===== config.mk =====
export PLATFORM = sky130hd
export DESIGN_NAME = sopc_regs
export DESIGN_NICKNAME = d
export VERILOG_FILES = /design/src/sopc_pkg.sv /design/src/sopc_regs.sv
export SDC_FILE = /design/constraint.sdc
export NUM_CORES = 1
export LEC_CHECK = 0
export BUFFER_PORTS_ARGS = -buffer_cell sky130_fd_sc_hd__buf_4
export CAP_MARGIN = 20
export CORE_UTILIZATION = 45
export DETAILED_ROUTE_END_ITERATION = 8
export GPL_ROUTABILITY_DRIVEN = 0
export HOLD_SLACK_MARGIN = 0.02
export PLACE_DENSITY = 0.8
export SLEW_MARGIN = 10
export SYNTH_ARGS = -nofsm -noshare
export SYNTH_HDL_FRONTEND = slang
export SYNTH_SLANG_ARGS = --single-unit

===== constraint.sdc =====
create_clock -name sys_clk_i -period 3.7 [get_ports sys_clk_i]
set_input_delay 0.555 -clock sys_clk_i [delete_from_list [all_inputs] [get_ports sys_clk_i]]
set_output_delay 0.555 -clock sys_clk_i [all_outputs]
set_load 0.03 [all_outputs]

===== src/sopc_pkg.sv =====
// Purpose: constants and types for the system option / power control register bank
// Assumes: APB slave, 32-bit data, 8-bit registers in the low byte of each word
// Notes:   register offsets below are byte addresses on the APB
//
// Behaviour
// - clock select picks 1-kHz tick or bus clock
// - early reset-status write in window mode resets MCU
// - window mode only with bus clock selected
// - comparator output feeds first timer channel 0
// - two bits move second timer channel pins
// - two bits move first timer channel pins
// - write-once bits accept only first write
// - high id bit seven reads zero, unwritable
// - high id bits six to four reserved
// - id registers read-only, hard-coded part number
// - warning flag sets on low supply, also after reset
// - ack clears warning flag only without warning
// - warning interrupt requested while flag and enable
// - detect reset only with reset and detect enabled
// - stop-enable keeps detection alive in stop
// - detect enable gates detection, reset, stop bits
// - bandgap buffer enable drives buffer on
// - id registers readable at any time
// - write-once option bits readable, later writes ignored
package sopc_pkg;

    localparam int ADDR_W = 12;

    // register byte addresses
    localparam logic [ADDR_W-1:0] OFS_SYS_OPT_TWO = 12'h000;
    localparam logic [ADDR_W-1:0] OFS_PART_ID_HI  = 12'h004;
    localparam logic [ADDR_W-1:0] OFS_PART_ID_LO  = 12'h008;
    localparam logic [ADDR_W-1:0] OFS_PWR_CTRL_1  = 12'h00C;

    // system_options_two field positions
    localparam int SO_CLK_SEL  = 7;
    localparam int SO_WIN_MODE = 6;
    localparam int SO_CMP_CAP  = 4;
    localparam int SO_T2C1_PS  = 3;
    localparam int SO_T2C0_PS  = 2;
    localparam int SO_T1C1_PS  = 1;
    localparam int SO_T1C0_PS  = 0;
    localparam logic [7:0] SO_RESET   = 8'h00;
    localparam logic [7:0] SO_WO_MASK = 8'hC0; // write-once bits
    localparam logic [7:0] SO_RW_MASK = 8'h1F; // freely writable bits

    // power_mgmt_ctrl_one field positions
    localparam int PM_WARN_FLAG = 7;
    localparam int PM_WARN_CLR  = 6;
    localparam int PM_WARN_IE   = 5;
    localparam int PM_DROP_RE   = 4;
    localparam int PM_DROP_SE   = 3;
    localparam int PM_DROP_DE   = 2;
    localparam int PM_BG_BUF    = 0;
    localparam logic [7:0] PM_RESET   = 8'h1C;
    localparam logic [7:0] PM_WO_MASK = 8'h1C;
    localparam logic [7:0] PM_RW_MASK = 8'h21;

    // part id high layout
    localparam logic [3:0] ID_HI_TOP = 4'h0; // bit 7 tie-off and reserved 6:4

    // watchdog window: early portion is 3 of 4 quarters
    localparam int WIN_EARLY_NUM = 3;
    localparam int WIN_DEN       = 4;

    typedef struct packed {
        logic clk_sel;     // 1: bus clock, 0: 1-kHz tick
        logic window_mode; // effective window mode
    } sopc_wdog_cfg_t;

    typedef struct packed {
        logic timer2_ch1_pin_select;
        logic timer2_ch0_pin_select;
        logic timer1_ch1_pin_select;
        logic timer1_ch0_pin_select;
    } sopc_pin_sel_t;

endpackage


===== src/sopc_regs.sv =====
// Purpose: system option and power-management control registers on APB
// Assumes: synchronous active-high reset is the MCU reset; inputs synchronous
// Notes:   zero-wait APB slave with registered read data; pslverr on unmapped address
`timescale 1ns/1ps
module sopc_regs
    import sopc_pkg::*;
#(
    parameter logic [11:0] PART_ID = 12'h0C3 // arbitrary value
) (
    input  wire logic              sys_clk_i,
    input  wire logic              rst_i,
    // apb slave
    input  wire logic              psel_i,
    input  wire logic              penable_i,
    input  wire logic              pwrite_i,
    input  wire logic [ADDR_W-1:0] paddr_i,
    input  wire logic [31:0]       pwdata_i,
    input  wire logic [3:0]        pstrb_i,
    output logic      [31:0]       prdata_o,
    output logic                   pready_o,
    output logic                   pslverr_o,
    // watchdog side
    input  wire logic              lpo_tick_i,
    input  wire logic              srs_write_i,
    input  wire logic [15:0]       wdog_count_i,
    input  wire logic [15:0]       wdog_period_i,
    output sopc_wdog_cfg_t         wdog_cfg_o,
    output logic                   wdog_tick_o,
    output logic                   wdog_window_reset_o,
    // timer routing
    input  wire logic              cmp_out_i,
    input  wire logic              tmr1_ch0_pin_i,
    output logic                   tmr1_ch0_capture_o,
    output sopc_pin_sel_t          pin_sel_o,
    // power management
    input  wire logic              supply_warn_i,
    input  wire logic              supply_drop_i,
    input  wire logic              stop_mode_i,
    output logic                   warn_irq_o,
    output logic                   drop_detect_on_o,
    output logic                   drop_reset_o,
    output logic                   bandgap_buffer_enable_o
);

    // register state
    logic [7:0]  sys_opt_r;
    logic [7:0]  sys_opt_nxt;
    logic [7:0]  pwr_ctrl_r;
    logic [7:0]  pwr_ctrl_nxt;
    logic        so_lock_r;
    logic        pm_lock_r;
    logic        warn_flag_r;
    logic        warn_flag_nxt;
    logic [31:0] prdata_r;
    logic        win_reset_r;
    logic        drop_reset_r;

    // bus decode
    wire setup_w  = psel_i & ~penable_i;
    wire access_w = psel_i & penable_i;
    wire hit_so   = (paddr_i == OFS_SYS_OPT_TWO);
    wire hit_idh  = (paddr_i == OFS_PART_ID_HI);
    wire hit_idl  = (paddr_i == OFS_PART_ID_LO);
    wire hit_pm   = (paddr_i == OFS_PWR_CTRL_1);
    wire mapped   = hit_so | hit_idh | hit_idl | hit_pm;
    wire wr_lane0 = access_w & pwrite_i & pstrb_i[0];
    wire wr_so    = wr_lane0 & hit_so;
    wire wr_pm    = wr_lane0 & hit_pm;
    wire [7:0] wb = pwdata_i[7:0];

    // zero-wait answer; error only for an unmapped address
    assign pready_o  = access_w;
    assign pslverr_o = access_w & ~mapped;
    assign prdata_o  = prdata_r;

    // identification bytes: high byte top nibble fixed zero, id is hard wired
    wire [7:0] id_hi_w = {ID_HI_TOP, PART_ID[11:8]};
    wire [7:0] id_lo_w = PART_ID[7:0];

    // power control readback: clear bit always reads zero
    wire [7:0] pm_read_w = {warn_flag_r, 1'b0, pwr_ctrl_r[5:0]};

    // read mux, sampled in the setup cycle; id readable any time
    wire [7:0] rd_byte_w = hit_so  ? sys_opt_r :
                           hit_idh ? id_hi_w   :
                           hit_idl ? id_lo_w   :
                           hit_pm  ? pm_read_w : 8'h00;

    // system options next value: write-once bits only while unlocked
    assign sys_opt_nxt = wr_so ?
        ((sys_opt_r & ~SO_RW_MASK & ~(so_lock_r ? 8'h00 : SO_WO_MASK))
         | (wb & SO_RW_MASK)
         | (so_lock_r ? 8'h00 : (wb & SO_WO_MASK))) : sys_opt_r;

    // power control next value, same write-once treatment
    assign pwr_ctrl_nxt = wr_pm ?
        ((pwr_ctrl_r & ~PM_RW_MASK & ~(pm_lock_r ? 8'h00 : PM_WO_MASK))
         | (wb & PM_RW_MASK)
         | (pm_lock_r ? 8'h00 : (wb & PM_WO_MASK))) : pwr_ctrl_r;

    // warning flag: a present warning always wins over the clear
    wire warn_clr_w = wr_pm & wb[PM_WARN_CLR] & ~supply_warn_i;
    assign warn_flag_nxt = supply_warn_i | (warn_flag_r & ~warn_clr_w);

    // register block, all state back to defaults on reset
    always_ff @(posedge sys_clk_i) begin
        if (rst_i) begin
            sys_opt_r   <= SO_RESET;
            pwr_ctrl_r  <= PM_RESET;
            so_lock_r   <= 1'b0;
            pm_lock_r   <= 1'b0;
            warn_flag_r <= 1'b0;
            prdata_r    <= 32'h0000_0000;
        end else begin
            sys_opt_r   <= sys_opt_nxt;
            pwr_ctrl_r  <= pwr_ctrl_nxt;
            so_lock_r   <= so_lock_r | wr_so;
            pm_lock_r   <= pm_lock_r | wr_pm;
            warn_flag_r <= warn_flag_nxt;
            if (setup_w & ~pwrite_i) begin
                prdata_r <= {24'h00_0000, rd_byte_w};
            end
        end
    end

    // watchdog configuration decode
    wire clk_sel_w  = sys_opt_r[SO_CLK_SEL];
    wire win_eff_w  = sys_opt_r[SO_WIN_MODE] & clk_sel_w;
    assign wdog_cfg_o.clk_sel     = clk_sel_w;
    assign wdog_cfg_o.window_mode = win_eff_w;
    // counting tick: bus clock means every cycle, else the 1-kHz tick
    assign wdog_tick_o = clk_sel_w ? 1'b1 : lpo_tick_i;

    // early region: count below three quarters of the period
    wire [17:0] cnt_x4_w = {wdog_count_i, 2'b00};
    wire [17:0] per_x3_w = 18'({2'b00, wdog_period_i} * 18'(WIN_EARLY_NUM));
    wire        early_w  = cnt_x4_w < per_x3_w;
    wire        win_viol = win_eff_w & srs_write_i & early_w;

    // low-voltage detect qualification
    wire de_w = pwr_ctrl_r[PM_DROP_DE];
    wire detect_on_w = de_w & (~stop_mode_i | pwr_ctrl_r[PM_DROP_SE]);
    wire drop_rst_w  = detect_on_w & pwr_ctrl_r[PM_DROP_RE] & supply_drop_i;

    // reset requests leave from flip-flops
    always_ff @(posedge sys_clk_i) begin
        if (rst_i) begin
            win_reset_r  <= 1'b0;
            drop_reset_r <= 1'b0;
        end else begin
            win_reset_r  <= win_viol;
            drop_reset_r <= drop_rst_w;
        end
    end
    assign wdog_window_reset_o = win_reset_r;
    assign drop_reset_o        = drop_reset_r;
    assign drop_detect_on_o    = detect_on_w;

    // interrupt level and bandgap buffer
    assign warn_irq_o = warn_flag_r & pwr_ctrl_r[PM_WARN_IE];
    assign bandgap_buffer_enable_o = pwr_ctrl_r[PM_BG_BUF];

    // timer routing and pin selects
    assign tmr1_ch0_capture_o = sys_opt_r[SO_CMP_CAP] ? cmp_out_i : tmr1_ch0_pin_i;
    assign pin_sel_o.timer2_ch1_pin_select = sys_opt_r[SO_T2C1_PS];
    assign pin_sel_o.timer2_ch0_pin_select = sys_opt_r[SO_T2C0_PS];
    assign pin_sel_o.timer1_ch1_pin_select = sys_opt_r[SO_T1C1_PS];
    assign pin_sel_o.timer1_ch0_pin_select = sys_opt_r[SO_T1C0_PS];
endmodule


==> flow_summary.ini, run 1 <==
[cts]
clock_sinks = 25
clock_tree.buffer_depth = 2
cts_inserted_buffers = 3
cts_tree = yes
clk_latency_ns = 0.28
cts.repair_timing.setup_buffer_count = 0
cts-resized-gates = 0
ctsHtreeMaxLevel = 1
cts_root_buf = sky130_fd_sc_hd__clkbuf_8
clk_pin_slew_ns = 0.10
cts-hold-fix-buffers = 0

[floorplanning]
initial_utilization_pct = 46.76
horizontal_die_dimension_microns = 75.09
pin_count = 139
design.die.area_sq_um = 5638
placementRows = 26
vertical_die_dimension_microns = 75.09
core_area_sq_um = 5140

[sta]
skew_ns = 0.01198
slew_headroom_pct = 64.73
setup_viol_count_final = 0
timing_worst_slew_pin_value_ns = 0.5246
portion_of_the_clock_cycle_consumed_by_the_worst_path_in_the_final_layout_pct = 89.12
rsz0062_at_grt = no
setup-tns-final_ns = 0
timing.fmax_ghz = 0.3033
hold_violations = 0
min_period_ns = 3.297
layout_setup_ws_ns = 0.4026
finalMaxSlewViolations = 0

[critical_path]
timing.critical_path.fanout_max = 5
setup.worst_path.class = input pin to flop
start_kind = input pin
setup.worst_path.end_class = flop
worst-endpoint-arrival_ns = 3.52
required_ns = 3.92

[synth]
synth-edff-count = 0
ys_types = 53
synth_sequential_area_ratio_pct = 20.82
post_synth_inst_count = 297
mappedNetlistArea_sq_um = 2404
avgSynthCellArea_sq_um = 8.093
synth-warning-count = 0
yosys_most_used_dff = sky130_fd_sc_hd__dfxtp_1
asr_flop_ratio_synth_pct = 0
ys_ff_latch = 25

[layout]
regArea_sq_um = 500.5
layout.cells.most_common_list = sky130_fd_sc_hd__buf_4 (87), sky130_fd_sc_hd__nor2_1 (33), sky130_fd_sc_hd__ha_1 (32), sky130_fd_sc_hd__a21oi_1 (29), sky130_fd_sc_hd__dfxtp_1 (25)
nNetsFinal = 499
final_layout_size_suffix_gt1_share_pct = 27.35
filler_cell_count = 515
antenna-diode-count = 0
layout.cells.most_common = sky130_fd_sc_hd__buf_4
multiInputGateArea_sq_um = 1689
area_overhead_vs_synth_pct = 25.51

[routing]
drt_first_iter_violations = 155
routed_wire_length_per_instance_microns = 12.88
postRouteWirelength_microns = 5705
drc_errors = 0
firstDrtPassIters = 4
route.detailed.vias_per_inst = 5.260
vias = 2330
route.antenna.remaining_nets = 0

[global_routing]
grt_use_total_pct = 19.88
grt.overflow.total = 0
grt_antenna_before_repair = 0
grt_first_pass_wirelength_microns = 8763
largest_net_degree_at_the_start_of_global_routing = 26
first_global_vias = 2106

[pwr]
power.density_nw_per_um2 = 257.4
worst_ir_drop_vdd_mv = 0.1232
power_leakage_nw = 1.394

[outcome]
outcome = completed

[place]
detailed_place_hpwl_microns = 4643
placement.io_buffers = 87
worst_setup_timing_slack_at_the_placement_stage_ns = 0.1489

[job]
cap_violations = 0

[hold_path]
min-delay-path-class = flop to flop
==> per-layer routing <==
layer  wire length [microns]  vias up  global-route usage, %  part of all wire (%)
li1                        -     1170                      -                     -
met1                    2411     1060                  22.59                    42
met2                    2866       91                  39.34                    50
met3                     357        9                  1.874                   6.3
met4                      70        0                  4.822                   1.2
met5                       0        -                      0                     0
==> power breakdown <==
group          switching, mW  internal (mW)
sequential          0.000797          0.270
combinational          0.190          0.148
clock                 0.0905         0.0764
total                  0.282          0.495
==> Yosys cell counts, types with 2 or more instances <==
cell type / count / area (sq um)
sky130_fd_sc_hd__nand2_1: 18 / 67.56
sky130_fd_sc_hd__a2111oi_0: 2 / 17.52
sky130_fd_sc_hd__nor3_1: 8 / 40.04
sky130_fd_sc_hd__clkbuf_1: 7 / 26.28
sky130_fd_sc_hd__nor2_1: 33 / 123.9
sky130_fd_sc_hd__dfxtp_1: 25 / 500.5
sky130_fd_sc_hd__inv_1: 10 / 37.54
sky130_fd_sc_hd__a211oi_1: 4 / 30.03
sky130_fd_sc_hd__nor2b_1: 2 / 12.51
sky130_fd_sc_hd__nand3_1: 5 / 25.02
sky130_fd_sc_hd__xor2_1: 6 / 52.55
sky130_fd_sc_hd__o2111ai_1: 3 / 26.28
sky130_fd_sc_hd__ha_1: 32 / 400.4
sky130_fd_sc_hd__a21o_1: 3 / 22.52
sky130_fd_sc_hd__o21a_1: 2 / 15.01
sky130_fd_sc_hd__buf_4: 30 / 225.2
sky130_fd_sc_hd__a21oi_1: 29 / 145.1
sky130_fd_sc_hd__and2_1: 7 / 43.79
sky130_fd_sc_hd__and3_1: 3 / 18.77
sky130_fd_sc_hd__xnor2_1: 6 / 52.55
sky130_fd_sc_hd__a22oi_1: 3 / 22.52
sky130_fd_sc_hd__o211ai_1: 3 / 22.52
sky130_fd_sc_hd__mux2i_1: 10 / 100.1
sky130_fd_sc_hd__nand4_1: 5 / 31.28
sky130_fd_sc_hd__o21ai_0: 11 / 55.05
sky130_fd_sc_hd__nor4_2: 3 / 37.54
==> path summary, 6_finish.rpt <==
path                    start  slack (ns)                   to  cells after the start
max          wdog_period_i[1]        0.40  wdog_window_reset_o                     14
max reg2reg         pm_lock_r        2.58                 flop                      3
min reg2reg       prdata_o[1]        0.47          prdata_o[1]                      2
min               prdata_o[1]        0.47          prdata_o[1]                      2
==> metrics by stage <==
step | cell area, sq um | utilization, % | std cells | hold WS, ns | total power [mW]
final | 3017 | 58.69 | 443 | 0.4653 | 0.7764
after floorplan | 2490 | - | 320 | 0.4611 | 0.5227
after global routing | 3017 | 58.69 | 443 | 0.4887 | 0.8319
after detailed placement | 2968 | 57.74 | 439 | 0.4560 | 0.6119
after global placement | 2968 | 57.74 | 439 | 0.4423 | 0.5996
after CTS | 3017 | 58.69 | 443 | 0.4695 | 0.7758
==> worst max-delay path, stage by stage <==
cell	delay [ns]
sky130_fd_sc_hd__buf_4	0.13
sky130_fd_sc_hd__and2_1	0.14
sky130_fd_sc_hd__fa_1	0.43
sky130_fd_sc_hd__a211oi_1	0.33
sky130_fd_sc_hd__o2111ai_1	0.21
sky130_fd_sc_hd__a31o_2	0.27
sky130_fd_sc_hd__a21oi_1	0.17
sky130_fd_sc_hd__xor2_1	0.16
sky130_fd_sc_hd__ha_1	0.26
sky130_fd_sc_hd__a21oi_1	0.15
sky130_fd_sc_hd__o21ai_0	0.16
sky130_fd_sc_hd__a211oi_1	0.24
sky130_fd_sc_hd__o21ai_0	0.16
sky130_fd_sc_hd__a21oi_1	0.14
==> final cells by class <==
| type | instances | share of cell area, % |
|---|---|---|
| timing repair buffer | 87 | 21.65 |
| multi-input combinational | 247 | 55.99 |
| sequential | 25 | 16.59 |
| inverter | 10 | 1.244 |
| clock buffer | 3 | 1.369 |
| tap | 70 | 2.903 |
| clock inverter | 1 | 0.2489 |
==> cells by family after synthesis <==
group | Yosys count | share of synthesized area, %
other | 1 | 0.1560
multiplexers | 11 | 4.633
flip-flops | 25 | 20.82
XOR/XNOR | 12 | 4.373
AO/OA/AOI/OAI | 73 | 19.16
buffers and inverters | 48 | 12.49
AND/OR/NAND/NOR | 94 | 20.88
adder cells (fa/ha/maj) | 33 | 17.49
Note: power is estimated with default switching activity, not from simulation.
==> run 2, diff against run 1 <==
--- a/config.mk
+++ b/config.mk
@@ -7,6 +7,7 @@
 export LEC_CHECK = 0
 export BUFFER_PORTS_ARGS = -buffer_cell sky130_fd_sc_hd__buf_4
 export CAP_MARGIN = 20
+export CORE_ASPECT_RATIO = 0.7
 export CORE_UTILIZATION = 45
 export DETAILED_ROUTE_END_ITERATION = 8
 export GPL_ROUTABILITY_DRIVEN = 0
==> run 2 against run 1 <==
  * Die area barely moved
  * Critical endpoint unchanged
  * Critical path depth did not move
  * Critical path type unchanged
  * Total power fell by 1.1%
  * Largest cell class unchanged
  * Worst hold slack improved by 0.028 ns
  * Clock skew fell by 0.0084 ns
==> flow_summary.ini, run 2 (synthesis gave the netlist of run 1 again) <==
[routing]
drc_errors = 0
route.detailed.vias_per_inst = 5.269
routed_wire_length_per_instance_microns = 13.13
postRouteWirelength_microns = 5802
firstDrtPassIters = 5
drt_first_iter_violations = 202
route.antenna.remaining_nets = 0
vias = 2329

[critical_path]
required_ns = 3.90
setup.worst_path.class = input pin to flop
worst-endpoint-arrival_ns = 3.42
crit_path_max_incr_delay_ns = 0.42
start_kind = input pin
cp.buffers_inverters = 1
setup.worst_path.end_class = flop
cp_slowest_cell = sky130_fd_sc_hd__fa_1
timing.critical_path.fanout_max = 3
critical-path-top-delay-family = compound AO/OA/AOI/OAI gates
cp_common_cell = sky130_fd_sc_hd__a21oi_1
cp_cell_sequence = buf_4 > and2_1 > fa_1 > a211oi_1 > o2111ai_1 > a31o_2 > a21oi_1 > xor2_1 > ha_1 > a21oi_1 > o21ai_0 > a211oi_1 > o21ai_0 > a21oi_1

[floorplanning]
vertical_die_dimension_microns = 63.15
horizontal_die_dimension_microns = 89.35
core_area_sq_um = 4966
initial_utilization_pct = 48.40
placementRows = 21
design.die.area_sq_um = 5642
pin_count = 139

[place]
detailed_place_hpwl_microns = 4831
placement.io_buffers = 87

[global_routing]
grt.overflow.total = 0
largest_net_degree_at_the_start_of_global_routing = 26
use_met2_pct = 31.11
first_global_vias = 2030
grt_antenna_before_repair = 0
grt_first_pass_wirelength_microns = 9280
grt_busiest_layer = met2
use_met3_pct = 3.539
global_route.usage.met1_pct = 30.44
grt_use_total_pct = 20.55

[cts]
ctsHtreeMaxLevel = 1
clock_sinks = 25
clk_pin_slew_ns = 0.08
cts-hold-fix-buffers = 0
cts_root_buf = sky130_fd_sc_hd__clkbuf_8
cts_inserted_buffers = 3
cts-resized-gates = 0
clk_latency_ns = 0.27
cts.repair_timing.setup_buffer_count = 0
clock_tree.buffer_depth = 2
cts_tree = yes

[sta]
finalMaxSlewViolations = 0
timing.fmax_ghz = 0.3109
skew_ns = 0.003550
timing_worst_slew_pin_value_ns = 0.7113
hold_violations = 0
slew_headroom_pct = 52.18
setup_viol_count_final = 0
portion_of_the_clock_cycle_consumed_by_the_worst_path_in_the_final_layout_pct = 86.93
rsz0062_at_grt = no
setup-tns-final_ns = 0
min_period_ns = 3.216

[layout]
antenna-diode-count = 0
layout.cells.most_common_list = sky130_fd_sc_hd__buf_4 (87), sky130_fd_sc_hd__nor2_1 (33), sky130_fd_sc_hd__ha_1 (32), sky130_fd_sc_hd__a21oi_1 (29), sky130_fd_sc_hd__dfxtp_1 (25)
postLayoutCoreUtil_pct = 60.67
final_layout_size_suffix_gt1_share_pct = 27.35
area_overhead_vs_synth_pct = 25.35
nNetsFinal = 499
layout.cells.most_common = sky130_fd_sc_hd__buf_4

[outcome]
outcome = completed

[pwr]
power.density_nw_per_um2 = 254.8
power_leakage_nw = 1.398
worst_ir_drop_vdd_mv = 0.1673

[hold_path]
min-delay-path-class = flop to flop

[job]
cap_violations = 0
run 2: routing by layer:
metal,vias to the layer above,share of wire [%]
met1,1034,49
met4,0,1.5
met2,117,42
li1,1170,-
met3,8,8.0
met5,-,0
run 2: layout make-up:
cell class,instances,area [sq um]
Sequential cell,25,500.5
Clock inverter,1,5.005
Clock buffer,3,41.29
Multi-Input combinational cell,247,1689
Timing Repair Buffer,87,653.1
Tap cell,69,86.33
Inverter,10,37.54
Fill cell,447,1953
run 2: per-stage QoR:
step | total power [mW] | hold slack (ns) | std cells | worst slack [ns] | area (sq um)
after global placement | 0.6003 | 0.4419 | 438 | 0.2895 | 2967
after floorplan | 0.5227 | 0.4611 | 320 | 0.6911 | 2490
after detailed placement | 0.6117 | 0.4798 | 438 | 0.1973 | 2967
final | 0.7676 | 0.4931 | 442 | 0.4836 | 3013
after global routing | 0.8218 | 0.4936 | 442 | 0.3247 | 3013
after CTS | 0.7677 | 0.4965 | 442 | 0.4738 | 3013
run 2: power breakdown:
| part | switching [mW] | internal [mW] |
|---|---|---|
| registers | 0.000733 | 0.270 |
| clock network | 0.0841 | 0.0753 |
| logic | 0.190 | 0.148 |
run 2: path summary, 6_finish.rpt:
path              slack (ns)              from                  end  cells past startpoint
hold reg to reg         0.49       prdata_o[1]          prdata_o[1]                      2
hold / removal          0.49       prdata_o[1]          prdata_o[1]                      2
setup / recovery        0.48  wdog_period_i[0]  wdog_window_reset_o                     14
setup reg to reg        2.42         pm_lock_r                 flop                      3
run 2: worst register-to-register path, stage by stage, from the launching register on:
cell and delay (ns):
sky130_fd_sc_hd__dfxtp_1 0.33, sky130_fd_sc_hd__nor4_2 0.66, sky130_fd_sc_hd__nand2_1 0.12, sky130_fd_sc_hd__o211ai_1 0.11
==> run 3, diff against run 2 <==
--- a/config.mk
+++ b/config.mk
@@ -12,7 +12,7 @@
 export DETAILED_ROUTE_END_ITERATION = 8
 export GPL_ROUTABILITY_DRIVEN = 0
 export HOLD_SLACK_MARGIN = 0.02
-export PLACE_DENSITY = 0.8
+export PLACE_DENSITY = 0.82
 export SLEW_MARGIN = 10
 export SYNTH_ARGS = -nofsm -noshare
 export SYNTH_HDL_FRONTEND = slang
==> constraint.sdc (replaced) <==
create_clock -name sys_clk_i -period 3.7 [get_ports sys_clk_i]
set_input_delay 0.74 -clock sys_clk_i [delete_from_list [all_inputs] [get_ports sys_clk_i]]
set_output_delay 0.74 -clock sys_clk_i [all_outputs]
set_load 0.03 [all_outputs]
==> run 3 against run 2 <==
  * Via count up 1.2%
  * First-iteration DRC count down 21%
  * Flip-flop and latch count unchanged
  * Non-clock buffer count unchanged
  * Largest power group unchanged
  * Highest routed layer unchanged
==> flow_summary.ini, run 3 (synthesis gave the netlist of run 1 again) <==
[sta]
setup-tns-final_ns = 0
timing.fmax_ghz = 0.2940
portion_of_the_clock_cycle_consumed_by_the_worst_path_in_the_final_layout_pct = 91.94
skew_ns = 0.002181
hold_violations = 0
min_period_ns = 3.402
slew_headroom_pct = 54.10
setup_viol_count_final = 0
finalMaxSlewViolations = 0
hold_slack_ns = 0.4579
timing_worst_slew_pin_value_ns = 0.6828
rsz0062_at_grt = no

[cts]
cts-hold-fix-buffers = 0
clk_pin_slew_ns = 0.08
ctsHtreeMaxLevel = 1
cts_tree = yes
clk_latency_ns = 0.27
cts_inserted_buffers = 3
cts_root_buf = sky130_fd_sc_hd__clkbuf_8
cts.repair_timing.setup_buffer_count = 0
clock_sinks = 25
clock_tree.buffer_depth = 2
cts-resized-gates = 0

[place]
detailed_place_hpwl_microns = 4959
placement.io_buffers = 87

[floorplanning]
vertical_die_dimension_microns = 63.15
pin_count = 139
initial_utilization_pct = 48.40
core_area_sq_um = 4966
design.die.area_sq_um = 5642
horizontal_die_dimension_microns = 89.35
placementRows = 21

[pwr]
worst_ir_drop_vdd_mv = 0.1341
power_leakage_nw = 1.398
power.density_nw_per_um2 = 257.1

[global_routing]
first_global_vias = 2164
grt_first_pass_wirelength_microns = 9563
grt_use_total_pct = 21.43
largest_net_degree_at_the_start_of_global_routing = 26
grt.overflow.total = 0
grt_antenna_before_repair = 0

[layout]
area_overhead_vs_synth_pct = 25.35
layout.cells.most_common_list = sky130_fd_sc_hd__buf_4 (87), sky130_fd_sc_hd__nor2_1 (33), sky130_fd_sc_hd__ha_1 (32), sky130_fd_sc_hd__a21oi_1 (29), sky130_fd_sc_hd__dfxtp_1 (25)
multiInputGateArea_sq_um = 1689
final_layout_size_suffix_gt1_share_pct = 27.35
filler_cell_count = 426
layout.cells.most_common = sky130_fd_sc_hd__buf_4
nNetsFinal = 499
regArea_sq_um = 500.5
antenna-diode-count = 0

[critical_path]
cp_cell_sequence = buf_4 > and2_1 > fa_1 > a211oi_1 > o21ai_0 > o21ai_1 > nand2_1 > xnor2_1 > ha_1 > a21oi_1 > o21ai_0 > a211oi_1 > o21ai_0 > a21oi_1
setup.worst_path.end_class = flop
cp_common_cell = sky130_fd_sc_hd__o21ai_0
start_kind = input pin
worst-endpoint-arrival_ns = 3.60
timing.critical_path.fanout_max = 3
crit_path_max_incr_delay_ns = 0.42
required_ns = 3.90
setup.worst_path.class = input pin to flop
cp_slowest_cell = sky130_fd_sc_hd__fa_1

[routing]
route.detailed.vias_per_inst = 5.330
vias = 2356
drc_errors = 0
firstDrtPassIters = 4
route.antenna.remaining_nets = 0
routed_wire_length_per_instance_microns = 13.45
postRouteWirelength_microns = 5945
drt_first_iter_violations = 160

[outcome]
outcome = completed

[hold_path]
min-delay-path-class = flop to flop

[job]
cap_violations = 0
==> run 3: cell counts in the layout (fill, tap and decap cells not counted) <==
No cell type changed its count.
==> run 3: critical path, delay by kind of cell <==
kind | cells | cell delay, ns
fa+ha+maj | 2 | 0.73
compound gates | 8 | 1.49
xor+xnor | 1 | 0.25
buf+inv | 1 | 0.12
simple gates | 2 | 0.28
==> run 3: final timing paths <==
path,start,to,slack (ns),cells past startpoint
worst min register to register,prdata_o[1],prdata_o[1],0.46,2
worst min-delay path,prdata_o[1],prdata_o[1],0.46,2
worst max-delay path,wdog_period_i[0],wdog_window_reset_o,0.30,14
worst max register to register,pm_lock_r,flop,2.43,3
==> run 3: report_power, final <==
group	internal (mW)	total (mW)	leakage, nW	switching, mW
clock	0.0754	0.162	0.0255	0.0870
combinational	0.148	0.341	1.17	0.194
sequential	0.270	0.271	0.202	0.000678
total	0.493	0.775	1.40	0.281
==> run 3: stage by stage <==
| stage | std cells | worst slack [ns] | power, mW | util (%) | cell area [sq um] |
|---|---|---|---|---|---|
| after floorplan | 320 | 0.5061 | 0.5227 | - | 2490 |
| after global placement | 438 | 0.1047 | 0.6017 | 59.74 | 2967 |
| after detailed placement | 438 | 0.07375 | 0.6156 | 59.74 | 2967 |
| after CTS | 442 | 0.3254 | 0.7788 | 60.67 | 3013 |
| after global routing | 442 | 0.1037 | 0.8339 | 60.67 | 3013 |
| final | 442 | 0.2983 | 0.7747 | 60.67 | 3013 |
==> run 3: per-layer routing <==
| layer | GRT usage [%] | vias to the layer above | wire length, microns |
|---|---|---|---|
| met5 | 0 | - | 0 |
| met2 | 34.83 | 92 | 2653 |
| li1 | - | 1179 | - |
| met3 | 3.801 | 4 | 450 |
| met4 | 2.976 | 0 | 28 |
| met1 | 30.09 | 1081 | 2813 |
==> run 3: final cells by class <==
type	count	area share, %
Clock inverter	1	0.1661
Sequential cell	25	16.61
Tap cell	69	2.865
Timing Repair Buffer	87	21.68
Clock buffer	3	1.370
Multi-Input combinational cell	247	56.06
Inverter	10	1.246
